$ cat src/hdl/srws_consts.vh
// What this block does
// - reset is held asserted whenever the supply-below-trip flag is true.
// - each reset lasts at least the reset timeout after its cause clears.
// - a new supply dip during the timeout restarts the timeout from zero.
// - a toggle input static longer than the watchdog timeout forces a reset.
// - with the watchdog disabled no watchdog reset is ever raised.
// - the active-high reset is always the inverse of the active-low reset.
// - the warning output goes low on the warning flag, with hysteresis in the comparator.
// - backup supply is selected only when below trip level and below backup level.
// - backup above main while main is above trip causes no reset and no switchover.
// - with the gate disabled the gated chip select is held high.
// - chip select passes while reset is released and is blocked during reset.
// - an active select at reset keeps the gate open until it ends or the window expires.
// - the watchdog timer clears on reset and on toggle edges and counts only out of reset.
// - in backup mode reset and warning stay asserted and the toggle input is ignored.
`ifndef SRWS_CONSTS_VH
`define SRWS_CONSTS_VH

`define SRWS_CLK_HZ        10000000
`define SRWS_RST_TIME_MS   200
`define SRWS_WDOG_TIME_MS  1600
`define SRWS_WRC_TIME_US   18
`define SRWS_CNT_W         25
`define SRWS_CNT_ZERO      25'h0000000
`define SRWS_CNT_ONE       25'h0000001

`endif

$ cat src/hdl/srws_supervisor.v
`timescale 1ns/1ps
`include "srws_consts.vh"

module srws_supervisor #(
	parameter integer CLK_HZ       = `SRWS_CLK_HZ,
	parameter integer RST_TIME_MS  = `SRWS_RST_TIME_MS,
	parameter integer WDOG_TIME_MS = `SRWS_WDOG_TIME_MS,
	parameter integer WRC_TIME_US  = `SRWS_WRC_TIME_US,
	// long counts are parameters so a simulation can shorten them
	parameter integer RST_CYCLES   = (CLK_HZ / 1000) * RST_TIME_MS,
	parameter integer WDOG_CYCLES  = (CLK_HZ / 1000) * WDOG_TIME_MS,
	parameter integer WRC_CYCLES   = (CLK_HZ / 1000000) * WRC_TIME_US
) (
	// clock and reset
	input  wire core_clk,
	input  wire rst_n,
	// comparator flags
	input  wire belowTripIn,
	input  wire belowBackupIn,
	input  wire belowWarnIn,
	// watchdog
	input  wire watchdog_toggle_in,
	input  wire watchdogDisableIn,
	// chip select
	input  wire chipSelInN,
	output reg  chipSelOutN,
	// supervisor outputs
	output reg  resetOutN,
	output reg  resetOut,
	output reg  early_supply_warning_n,
	output reg  backupSelOut
);

	// -----------------------------------------------------------------
	// constants
	// -----------------------------------------------------------------
	// counts are worked out at integer width, then cut to the counter width on purpose
	localparam integer           RST_LAST_I  = RST_CYCLES - 1;
	localparam integer           WDOG_LAST_I = WDOG_CYCLES - 1;
	localparam integer           WRC_LAST_I  = WRC_CYCLES - 1;
	localparam [`SRWS_CNT_W-1:0] RST_LAST    = RST_LAST_I[`SRWS_CNT_W-1:0];
	localparam [`SRWS_CNT_W-1:0] WDOG_LAST   = WDOG_LAST_I[`SRWS_CNT_W-1:0];
	localparam [`SRWS_CNT_W-1:0] WRC_LAST    = WRC_LAST_I[`SRWS_CNT_W-1:0];

	localparam [1:0] CS_PASS  = 2'h0;
	localparam [1:0] CS_WRITE = 2'h1;
	localparam [1:0] CS_BLOCK = 2'h2;

	function [`SRWS_CNT_W-1:0] cntInc;
		input [`SRWS_CNT_W-1:0] v;
		cntInc = v + `SRWS_CNT_ONE;
	endfunction

	// -----------------------------------------------------------------
	// synchronisers
	// -----------------------------------------------------------------
	// first stage feeds only the second
	reg [5:0] sync1_q;
	reg [5:0] sync2_q;
	reg       wdiPrev_q;

	always @(posedge core_clk) begin
		if (!rst_n) begin
			sync1_q <= 6'h00;
			sync2_q <= 6'h00;
		end else begin
			sync1_q <= {chipSelInN, watchdogDisableIn, watchdog_toggle_in,
				belowWarnIn, belowBackupIn, belowTripIn};
			sync2_q <= sync1_q;
		end
	end

	wire belowTrip   = sync2_q[0];
	wire belowBackup = sync2_q[1];
	wire belowWarn   = sync2_q[2];
	wire wdiSync     = sync2_q[3];
	wire wdogOff     = sync2_q[4];
	wire csInN       = sync2_q[5];

	// main above trip never reaches backup, whatever the backup level
	wire backupMode = belowTrip & belowBackup;

	// -----------------------------------------------------------------
	// reset timeout and watchdog
	// -----------------------------------------------------------------
	reg                   resetAct_q;
	reg [`SRWS_CNT_W-1:0] rstCnt_q;
	reg [`SRWS_CNT_W-1:0] wdogCnt_q;
	reg                   wdogFire;
	wire                  wdiEdge = (wdiSync != wdiPrev_q) & ~backupMode;

	always @* begin
		wdogFire = ~resetAct_q & ~wdogOff & ~backupMode & ~wdiEdge
			& (wdogCnt_q == WDOG_LAST);
	end

	always @(posedge core_clk) begin
		if (!rst_n) begin
			resetAct_q <= 1'b1;
			rstCnt_q   <= `SRWS_CNT_ZERO;
			wdogCnt_q  <= `SRWS_CNT_ZERO;
			wdiPrev_q  <= 1'b0;
		end else begin
			wdiPrev_q <= wdiSync;
			if (belowTrip) begin
				resetAct_q <= 1'b1;
				rstCnt_q   <= `SRWS_CNT_ZERO;
			end else if (wdogFire) begin
				resetAct_q <= 1'b1;
				rstCnt_q   <= `SRWS_CNT_ZERO;
			end else if (resetAct_q) begin
				if (rstCnt_q == RST_LAST)
					resetAct_q <= 1'b0;
				else
					rstCnt_q <= cntInc(rstCnt_q);
			end
			// timer frozen at zero through reset, counts once released
			if (resetAct_q | belowTrip | wdogFire | wdiEdge | wdogOff)
				wdogCnt_q <= `SRWS_CNT_ZERO;
			else
				wdogCnt_q <= cntInc(wdogCnt_q);
		end
	end

	wire resetNext = belowTrip | wdogFire | (resetAct_q & ~(rstCnt_q == RST_LAST));

	// -----------------------------------------------------------------
	// chip-select gate
	// -----------------------------------------------------------------
	reg [1:0]             csState_q;
	reg [`SRWS_CNT_W-1:0] wrcCnt_q;

	always @(posedge core_clk) begin
		if (!rst_n) begin
			csState_q <= CS_BLOCK;
			wrcCnt_q  <= `SRWS_CNT_ZERO;
		end else begin
			case (csState_q)
				CS_PASS: begin
					wrcCnt_q <= `SRWS_CNT_ZERO;
					if (resetNext) begin
						// a write in flight gets the completion window
						if (!csInN)
							csState_q <= CS_WRITE;
						else
							csState_q <= CS_BLOCK;
					end
				end
				CS_WRITE: begin
					wrcCnt_q <= cntInc(wrcCnt_q);
					if (csInN || wrcCnt_q == WRC_LAST)
						csState_q <= CS_BLOCK;
				end
				CS_BLOCK: begin
					wrcCnt_q <= `SRWS_CNT_ZERO;
					if (!resetNext)
						csState_q <= CS_PASS;
				end
				default: begin
					csState_q <= CS_BLOCK;
				end
			endcase
		end
	end

	// -----------------------------------------------------------------
	// registered outputs
	// -----------------------------------------------------------------
	// output follows the synchronised select, so it lags the pin by three cycles
	reg csGateOpen;

	always @* begin
		csGateOpen = 1'b0;
		case (csState_q)
			CS_PASS:  csGateOpen = ~resetNext | ~csInN;
			CS_WRITE: csGateOpen = ~csInN & (wrcCnt_q != WRC_LAST);
			default:  csGateOpen = 1'b0;
		endcase
	end

	always @(posedge core_clk) begin
		if (!rst_n) begin
			resetOutN              <= 1'b0;
			resetOut               <= 1'b1;
			early_supply_warning_n <= 1'b0;
			backupSelOut           <= 1'b0;
			chipSelOutN            <= 1'b1;
		end else begin
			resetOutN              <= ~resetNext;
			resetOut               <= resetNext;
			early_supply_warning_n <= ~(belowWarn | backupMode);
			backupSelOut           <= backupMode;
			chipSelOutN            <= csGateOpen ? csInN : 1'b1;
		end
	end

endmodule // srws_supervisor

$ cat config.mk
export PLATFORM = sky130hd
export DESIGN_NAME = srws_supervisor
export DESIGN_NICKNAME = d
export VERILOG_FILES = /design/src/hdl/srws_supervisor.v
export VERILOG_INCLUDE_DIRS = /design/src /design/src/hdl
export SDC_FILE = /design/constraint.sdc
export NUM_CORES = 1
export LEC_CHECK = 0
export ABC_AREA = 1
export BUFFER_PORTS_ARGS = -buffer_cell sky130_fd_sc_hd__buf_2
export CAP_MARGIN = 20
export CORE_MARGIN = 10
export CORE_UTILIZATION = 67
export CTS_BUF_LIST = sky130_fd_sc_hd__clkbuf_8 sky130_fd_sc_hd__clkbuf_16
export CTS_CLUSTER_SIZE = 24
export DETAILED_ROUTE_END_ITERATION = 16
export GPL_TIMING_DRIVEN = 0
export PLACE_DENSITY = 0.84
export SYNTH_ARGS = -nofsm -noshare
export SYNTH_HDL_FRONTEND = slang
export SYNTH_SLANG_ARGS = --single-unit
$ cat constraint.sdc
create_clock -name core_clk -period 5.2 [get_ports core_clk]
set_clock_uncertainty 0.1 [all_clocks]
set_input_delay 1.04 -clock core_clk [delete_from_list [all_inputs] [get_ports core_clk]]
set_output_delay 1.04 -clock core_clk [all_outputs]
set_load 0.03 [all_outputs]
# Word level (Yosys, flattened, before mapping)
# Cells that the tools add are included.
[totals]
register_bits = 96
out_inout_bits = 5
[classes]
addsub = 3
n_eq_ne = 10
mux = 9
bitwise = 25
reduce_logical = 9
[ops]
columns = ["operator", "count"]
rows = [
  ["$add A25 B1 Y25 const B", 3],
  ["$pmux W25 S2", 1],
  ["$eq A25 B21 Y1 const B", 1],
  ["$eq A25 B24 Y1 const B", 1],
  ["$eq A25 B8 Y1 const B", 1],
  ["$ne A25 B8 Y1 const B", 1],
  ["$not A1 Y1", 9],
  ["$and A1 B1 Y1", 8],
  ["$mux W2", 4],
  ["$or A1 B1 Y1", 8],
  ["$ne A2 B2 Y1 const B", 3],
  ["$pmux W2 S3", 1],
  ["$reduce_and A2 Y1", 2],
  ["$reduce_or A2 Y1", 2],
  ["$reduce_and A3 Y1", 1],
  ["$reduce_or A3 Y1", 1],
  ["$eq A2 B1 Y1 const B", 1],
  ["$eq A2 B2 Y1 const B", 1],
  ["$logic_not A2 Y1", 1],
  ["$mux W1", 2],
  ["$pmux W1 S2", 1],
  ["$reduce_bool A2 Y1", 1],
  ["$logic_or A1 B1 Y1", 1],
  ["$ne A1 B1 Y1", 1],
]

# Logic depth before layout (Yosys ltp)
# Gate-level depths: netlist of run 1.
[depth]
ltp_word = 12
mapped_depth = 12
mapped_depth_nobuf = 12

# Worst setup path before layout of run 1
# No wires, ideal clock.
[synth_path]
path_kind = "input-to-reg"
startpoint = "in rst_n"
endpoint = "reg wrcCnt_q[16]"
arrival_ns = 1.856
required_time_ns = 5.030
slack_ns = 3.174
cell_stages = 6
path_buffers = 2
cell_sequence = "buf_2 > nand2_1 > inv_1 > clkbuf_1 > o21ai_0 > a21oi_1"
[synth_lines]
columns = ["item", "line", "source"]
rows = [
  ["start, declared", "srws_supervisor.v:16", "input wire rst_n,"],
  ["end signal, assigned", "srws_supervisor.v:136", "wrcCnt_q <= `SRWS_CNT_ZERO;"],
  ["end signal, assigned", "srws_supervisor.v:140", "wrcCnt_q <= `SRWS_CNT_ZERO;"],
  ["end signal, assigned", "srws_supervisor.v:150", "wrcCnt_q <= cntInc(wrcCnt_q);"],
  ["end, declared", "srws_supervisor.v:131", "reg [`SRWS_CNT_W-1:0] wrcCnt_q;"],
]

# Worst setup path after layout of run 1
[layout_path]
startpoint = "reg resetOut"
endpoint = "out resetOut"
[layout_lines]
columns = ["item", "line", "source"]
rows = [
  ["start, declared", "srws_supervisor.v:29", "output reg resetOut,"],
  ["start signal, assigned", "srws_supervisor.v:190", "resetOut <= resetNext;"],
]
# No word-level cell between the ends.

==> reports/metrics.cfg, run 1 <==
[cells_and_area]
syn_to_final_growth_pct=7.80
fin_util_pct=73.6
drive_above_1_share_pct=6.48
nets=793
num_antenna_cells=0

[pwr]
ir_worst_vdd_v=0.000249
power.static_leakage_uw=0.00197
cellPowerDensity_nw_per_um2=238

[critical_path]
max_stage_delay_ps=330
rr_worst_depth=11
end_kind=output pin
crit_type=reg2out
cpMaxStageDelayCell=dfxtp_1
cp_data_required_time_ps=4060
path_cells=buf_2
cp-start-kind=register
cp_max_fo=1
arrival_ps=890
cp.depth=1
crit_buf_inv=1
cp-startpoint=resetOut
rr_startpoint=rstCnt_q[0]
crit_family=flip-flops

[min_path]
whs_path_depth=1
hold_class=reg2reg
min-delay-start=sync2_q[2]

[logic_synthesis]
synth_top_area_cell=dfxtp_1
ys_seq_area_share_pct=39.0
yosysWarnings=0
yosys-top-cells-area=dfxtp_1 39%, nand2_1 16%, nor2_1 10%
synthArstFlopShare_pct=0
yosysMostFrequentCell=nand2_1
ys_types=32
ys_ff_latch=96
synth_common_cells=210 x nand2_1, 136 x nor2_1, 105 x inv_1, 96 x dfxtp_1, 43 x a21oi_1
synth_edf_count=0
ys.flop_type=dfxtp_1
syn-num-nets=771
syn_inst=760
synthesis.area_um2=4930
synth_area_per_cell_um2=6.48
synth_top_area_share_pct=39.0

[global_route]
met2_usage_pct=31.7
met3_usage_pct=4.51
antenna_found_initial=0
track_usage_pct=18.7
grt_pass1_wl_um=17900
overflow=0
grt_max_degree=21
grt_pass1_vias=4233
use_met1_pct=22.4
grt_busiest_layer=met2

[routing]
drc_errors=0
drt_first_iter_violations=254
vias=4680
via_per_inst=5.28
dr.pass1.iters=6
ant_nets=0
wl_per_cell_um=11.8
wirelength_um=10500

[floorplanning]
initial_utilization_pct=68.3
floorplan.die_area_um2=11200
fp.dieW_um=106
coreArea_um2=7210
rows=31
die_h_um=106
pin_count=13

[sta]
setup_viol=0
final.min_clock_period_ps=2030
final_hold_viol_count=0
rsz0062_at_grt=no
slew_headroom_pct=68.3
fmax_ghz=0.492
maxSlewViolCount=0
max_slew.worst_pin.slew_ps=471
tns_ps=0
timing.final.ws_setup_ps=3170
min_period_over_period_pct=39.1

[clocking]
cts_tree=built
root_buffer=clkbuf_8
clock_sinks=96
cts_hold_buf=0
htree_levels=3
clk_pin_slew_ps=110
clk_path_buf_depth=2
clk_latency_ps=370
ctsResizeCount=0
cts_buffers=9
cts_setup_buffers=0

[flow_run]
cap_violations=0

[placement]
place_ws_ps=2820
hpwlAfterDp_um=7980
port_buffers=11
globalplace.congestion=0.908

[outcome]
outcome=finished, final reports clean

==> layout make-up <==
cell class,count,area [um^2]
Inverter,107,402
Sequential cell,96,1920
Buffer,14,97.6
Tap cell,99,124
Timing Repair Buffer,11,55.1
Clock buffer,9,124
Multi-Input combinational cell,543,2510
Clock inverter,7,81.3
Fill cell,619,1900
==> routing by layer <==
metal  up-vias  routed length (um)
met3        26                 655
met2       136                5030
met5         -                   0
met4         0                 225
li1       2417                   -
met1      2101                4580
==> final timing paths <==
kind	end	slack, ps
max reg2reg	rstCnt_q[17]	3190
min reg2reg	early_supply_warning_n	290
max	resetOut	3170
min	early_supply_warning_n	290
==> sequential cells by signal, indices dropped and copies added, names as in the netlist, 2 cells and up <==
register   cells
csState_q      2
rstCnt_q      25
sync1_q        6
sync2_q        6
wdogCnt_q     25
wrcCnt_q      25
==> power breakdown <==
group	internal, uW	switching, uW
Sequential	742	3.91
Clock	195	298
Combinational	8.33	15.1
==> placed cells by master (no fill, tap or decap), types with 4 or more instances in the layout <==
master / Yosys / routed
a21oi_1: 43 / 43
xor2_1: 25 / 25
buf_2: 6 / 17
dfxtp_1: 96 / 96
nand3b_1: 4 / 4
nor3_1: 27 / 27
buf_6: 5 / 5
nor4_1: 5 / 5
nand2_1: 210 / 210
o21ai_0: 14 / 14
inv_1: 105 / 105
nand3_1: 41 / 41
clkbuf_8: 0 / 9
nand4_1: 10 / 10
nor2_1: 136 / 136
==> kinds of logic (layout without fill, tap and decap cells) <==
| kind of cell | Yosys count | after routing | share of synthesized area (%) |
|---|---|---|---|
| XOR/XNOR | 28 | 28 | 4.98 |
| flip-flops | 96 | 96 | 39.0 |
| buffers and inverters | 121 | 148 | 10.1 |
| adder cells (fa/ha/maj) | 3 | 3 | 0.762 |
| AO/OA/AOI/OAI | 66 | 66 | 7.16 |
| AND/OR/NAND/NOR | 446 | 446 | 38.0 |
==> stage by stage <==
step / hold WS, ps / instances / power (uW) / cell area [um^2]
3_3_place_gp: 270 / 870 / 785 / 5110
3_5_place_dp: 270 / 870 / 786 / 5110
6_report: 288 / 886 / 1260 / 5310
5_1_grt: 323 / 886 / 1310 / 5310
4_1_cts: 288 / 886 / 1270 / 5310
2_1_floorplan: 267 / 760 / 779 / 4930
No activity file was read; power rests on OpenSTA's default activity.
==> inputs of run 2 (changes only) <==
--- a/config.mk
+++ b/config.mk
@@ -10,12 +10,12 @@
 export BUFFER_PORTS_ARGS = -buffer_cell sky130_fd_sc_hd__buf_2
 export CAP_MARGIN = 20
 export CORE_MARGIN = 10
-export CORE_UTILIZATION = 67
+export CORE_UTILIZATION = 56
 export CTS_BUF_LIST = sky130_fd_sc_hd__clkbuf_8 sky130_fd_sc_hd__clkbuf_16
 export CTS_CLUSTER_SIZE = 24
 export DETAILED_ROUTE_END_ITERATION = 16
 export GPL_TIMING_DRIVEN = 0
-export PLACE_DENSITY = 0.84
+export PLACE_DENSITY = 0.75
 export SYNTH_ARGS = -nofsm -noshare
 export SYNTH_HDL_FRONTEND = slang
 export SYNTH_SLANG_ARGS = --single-unit
==> constraint.sdc (replaced) <==
create_clock -name core_clk -period 1.77 [get_ports core_clk]
set_clock_uncertainty 0.1 [all_clocks]
set_input_delay 0.354 -clock core_clk [delete_from_list [all_inputs] [get_ports core_clk]]
set_output_delay 0.354 -clock core_clk [all_outputs]
set_load 0.03 [all_outputs]
==> run 2 against run 1 <==
  * Clock power grew to 3.2 times the previous value
  * Sequential power grew to 2.9 times the previous value
  * Sequential cell count is the same
  * Largest cell class unchanged
  * Power grew to 3.0 times the previous value
  * Combinational power grew to 3.5 times the previous value
  * Sequential share of layout area shrank 2.6 points
  * Clock-buffer cell count is the same
  * Core utilization shrank 6.4 points
  * Critical endpoint is now wdogCnt_q[12]
==> reports/metrics.cfg, run 2 (synthesis gave the netlist of run 1 again) <==
[critical_path]
reg2reg_slack_ps=30
cp_data_required_time_ps=1930
cp-start-kind=register
end_kind=register
r2r_end=wdogCnt_q[12]
arrival_ps=1900
crit_type=reg2reg
rr_worst_depth=11
cp_max_fo=5
rr_startpoint=wdogCnt_q[1]

[global_route]
grt_pass1_wl_um=19100
grt_pass1_vias=4455
grt_max_degree=20
antenna_found_initial=0
track_usage_pct=17.3
overflow=0

[clocking]
clock_sinks=96
cts_hold_buf=0
clk_pin_slew_ps=100
cts_tree=built
clk_path_buf_depth=2
root_buffer=clkbuf_8
htree_levels=3
clk_latency_ps=380
cts_buffers=9

[pwr]
pwr-share-seq_pct=57.2
p_switching_uw=922
cellPowerDensity_nw_per_um2=659
ir_worst_vdd_v=0.000471
internal_power_uw=2910
power.static_leakage_uw=0.00212
finalPower_uw=3830
netSwitchingFraction_pct=24.1
clockPowerShare_pct=40.7
power_frac_comb_pct=2.1

[sta]
rsz0062_at_grt=yes
setup_viol=0
final_hold_viol_count=0
min_period_over_period_pct=98.1
slew_headroom_pct=68.0
timing.final.ws_setup_ps=34.4
whs_ps=55.8
fmax_ghz=0.576
final.min_clock_period_ps=1740
max_slew.worst_pin.slew_ps=480
tns_ps=0
maxSlewViolCount=0

[min_path]
min-delay-start=watchdog_toggle_in
hold_class=in2reg
whs_path_depth=3
min_to=sync1_q[3]

[routing]
ant_nets=0
drc_errors=0
via_per_inst=5.29
vias=4820
drt_first_iter_violations=283
dr.pass1.iters=5
wl_per_cell_um=12.7
wirelength_um=11600

[placement]
hpwlAfterDp_um=7970
port_buffers=11
place_ws_ps=-306
globalplace.congestion=0.947
place_inst=879

[floorplanning]
pin_count=13
fp.dieW_um=114
floorplan.die_area_um2=13000
initial_utilization_pct=57.1
rows=34
coreArea_um2=8640
die_h_um=114

[cells_and_area]
nets=810
mostFrequentLayoutCell=nand2_1
layout_common_cells=206 x nand2_1, 106 x nor2_1, 104 x inv_1
syn_to_final_growth_pct=17.9
finalNonFillerCells=912
drive_above_1_share_pct=16.8
num_antenna_cells=0
reg_top3=rstCnt_q (25), wdogCnt_q (25), wrcCnt_q (25)

[flow_run]
cap_violations=0

[outcome]
outcome=finished, final reports clean

[run 2: cell types whose count changed in the layout (fill, tap and decap cells not counted), moves of 11 or more]
| cell | change |
|---|---|
| dfxtp_2 | +11 |
| buf_4 | +13 |
| nor2_2 | +26 |
| dfxtp_1 | -15 |
| nor2_1 | -30 |
[run 2: timing repair]
item	in CTS	in global routing
setup endpoints to repair	54	65
gates resized for setup	24	76
pin swaps	6	17
buffers inserted	6	8
gates cloned	2	1
[run 2: how the worst max path moves through the flow]
| stage | cells after the start | start | endpoint |
|---|---|---|---|
| after detailed placement | 11 | rstCnt_q[0] | rstCnt_q[22] |
| after CTS | 11 | rstCnt_q[0] | rstCnt_q[1] |
| final | 11 | wdogCnt_q[1] | wdogCnt_q[12] |
| after global routing | 10 | wrcCnt_q[1] | wrcCnt_q[20] |
| after global placement | 11 | rstCnt_q[0] | rstCnt_q[20] |
| after floorplan | 11 | rstCnt_q[0] | rstCnt_q[17] |
[run 2: power by group through the flow]
stage	combinational, uW	clock (uW)	sequential (uW)
floorplan	46.0	0	2240
global placement	67.6	0	2240
detailed placement	70.8	0	2240
CTS	74.6	1600	2190
global route	93.6	1690	2190
finish	81.8	1560	2190
[run 2: worst max-delay path: stages, from the launching register on]
cell     delay [ps]
dfxtp_4         380
ha_4            140
nand2_4          50
nor2_4          110
nand2_4          80
nor3b_2         170
nand3_1         100
nand2_2         150
nor2_4           70
inv_4           100
buf_6           150
nor2_2           40
[run 2: cell type report]
cell class                 instances  area [um^2]
timing repair buffer              28          224
inverter                         107          407
clock inverter                     7         97.6
fill                             722         2830
tap                              108          135
multi-input combinational        543         2750
buffer                            14          116
sequential                        96         1950
clock buffer                       9          124
[run 2: per-stage QoR]
step	cell area (um^2)	utilization, %
2_1_floorplan	4930	-
3_3_place_gp	5120	59.3
3_5_place_dp	5120	59.3
4_1_cts	5480	63.5
5_1_grt	5810	67.3
6_report	5810	67.3
[run 2: layer usage]
layer	wire length (um)	up-vias	global-route usage [%]
met1	4970	2159	21.6
met5	0	-	0
met2	5540	187	28.9
li1	-	2445	-
met3	779	29	2.99
met4	270	0	7.18
==> inputs of run 3 (changes only) <==
==> constraint.sdc (replaced) <==
create_clock -name core_clk -period 1.5 [get_ports core_clk]
set_clock_uncertainty 0.1 [all_clocks]
set_input_delay 0.3 -clock core_clk [delete_from_list [all_inputs] [get_ports core_clk]]
set_output_delay 0.3 -clock core_clk [all_outputs]
set_load 0.03 [all_outputs]
==> run 3 against run 2 <==
  * The run now ends with negative setup slack left
  * Core utilization rose by 6.7 points
  * Final area rose by 10%
  * First-iteration DRC count fell by 3.5%
  * Worst setup slack got worse by 220 ps
  * Worst hold slack improved by 35 ps
  * Highest routed layer unchanged
  * Non-clock buffer count rose by 22
  * Power rose by 18%
  * Combinational power rose by 60%
  * Critical path type unchanged
  * Cell count rose by 2.5%
  * Sequential cell count did not move
==> reports/metrics.cfg, run 3 (synthesis gave the netlist of run 1 again) <==
[global_route]
track_usage_pct=18.6
overflow=0
antenna_found_initial=0
grt_max_degree=23
grt_pass1_wl_um=20400
grt_pass1_vias=4656

[critical_path]
reg2reg_slack_ps=-180
end_kind=register
cp_max_fo=5
crit_type=reg2reg
cpMaxStageDelayCell=dfxtp_1
arrival_ps=1850
path_cells=nand2_1 -> nor2_4 -> nand2_4 -> nor3b_2 -> nand3_1 -> nand2_2 -> nor2_4 -> inv_4 -> buf_6 -> nor2_1
crit_path_frequent_cell=nor2_4
cp-start-kind=register
max_stage_delay_ps=420
cp_data_required_time_ps=1670

[floorplanning]
initial_utilization_pct=57.1
rows=34
die_h_um=114
pin_count=13
fp.dieW_um=114
floorplan.die_area_um2=13000
coreArea_um2=8640

[cells_and_area]
multi_input_area_um2=3110
mostFrequentLayoutCell=nand2_1
layout_common_cells=180 x nand2_1, 102 x nor2_1, 97 x inv_1
syn_to_final_growth_pct=29.7
nets=833
reg_top3=rstCnt_q (25), wdogCnt_q (25), wrcCnt_q (25)
fin_util_pct=74.0
num_antenna_cells=0
fillers=658
seqCellArea_um2=1980
drive_above_1_share_pct=28.3

[sta]
maxSlewViolCount=0
fmax_ghz=0.594
final.min_clock_period_ps=1680
min_period_over_period_pct=112
tns_ps=-8320
slew_headroom_pct=74.3
timing.final.ws_setup_ps=-184
rsz0062_at_grt=yes
setup_viol=65
max_slew.worst_pin.slew_ps=385
final_hold_viol_count=0

[clocking]
htree_levels=3
cts_tree=built
clk_latency_ps=380
cts_buffers=9
clock_sinks=96
clk_path_buf_depth=2
clk_pin_slew_ps=120
root_buffer=clkbuf_8

[routing]
wl_per_cell_um=13.4
drc_errors=0
ant_nets=0
wirelength_um=12500
via_per_inst=5.29
drt_first_iter_violations=273
vias=4944
dr.pass1.iters=4

[pwr]
power.static_leakage_uw=0.00249
ir_worst_vdd_v=0.000484
cellPowerDensity_nw_per_um2=707

[outcome]
outcome=finished with violations
violations=negative setup slack

[min_path]
hold_class=in2reg

[flow_run]
cap_violations=0

[placement]
hpwlAfterDp_um=8240
port_buffers=11
globalplace.congestion=0.942

## run 3: changes by cell type in the layout (fill, tap and decap cells not counted), sizes merged
cell	previous run	this run
buf	38	54
dlygate4sd3	0	6
inv	111	108
clkinv	2	4
clkinvlp	0	2
bufinv	1	0
nand2	213	214
## run 3: final timing paths
check               start                endpoint  depth (start not counted)
max reg2reg  wdogCnt_q[4]            wdogCnt_q[7]                         10
max          wdogCnt_q[4]            wdogCnt_q[7]                         10
min reg2reg    sync2_q[2]  early_supply_warning_n                          1
min                 rst_n              sync2_q[2]                          3
## run 3: cell type report
type	count	area share [%]
multi-input cells	544	48.6
plain buffers	14	1.96
clock inverters	7	1.63
inverters	107	6.52
repair buffers	50	6.23
clock buffers	9	1.94
flip-flops and latches	96	31.0
well taps	108	2.11
## run 3: power by group
part           leakage, uW  total [uW]  switching [uW]  internal, uW
combinational      0.00159         131            72.8          58.0
sequential        0.000794        2570            12.9          2560
clock             0.000112        1820            1110           704
total              0.00249        4520            1200          3320
## run 3: worst max-delay path: cells and delay by family (launching register included)
kind | cells | cell delay, ps
and+or+nand+nor | 8 | 830
buffers and inverters | 2 | 220
DFF | 1 | 420
## run 3: layer usage
layer,up-vias,global-route usage (%),part of all wire [%]
li1,2500,-,-
met1,2307,22.7,42
met3,16,3.67,5.1
met5,-,0,0
met2,121,32.2,51
met4,0,6.02,1.4
## run 3: timing repair
item | in CTS | in global routing
gates resized for setup | 92 | 99
gates cloned | 4 | 0
setup endpoints to repair | 76 | 76
hold buffers | 6 | 0
setup buffers | 23 | 7
pin swaps | 36 | 21
endpoints found under the hold margin | 6 | 0
## run 3: per-stage QoR
step	cell area, um^2	power (uW)	hold WS, ps	setup WS, ps	std cells
finish	6390	4520	91.1	-184	935
global placement	5240	2730	269	-300	879
detailed placement	5240	2730	286	-333	879
CTS	6010	4550	87.8	-158	928
global route	6390	4700	93.0	-314	935
floorplan	5050	2710	267	-125	760
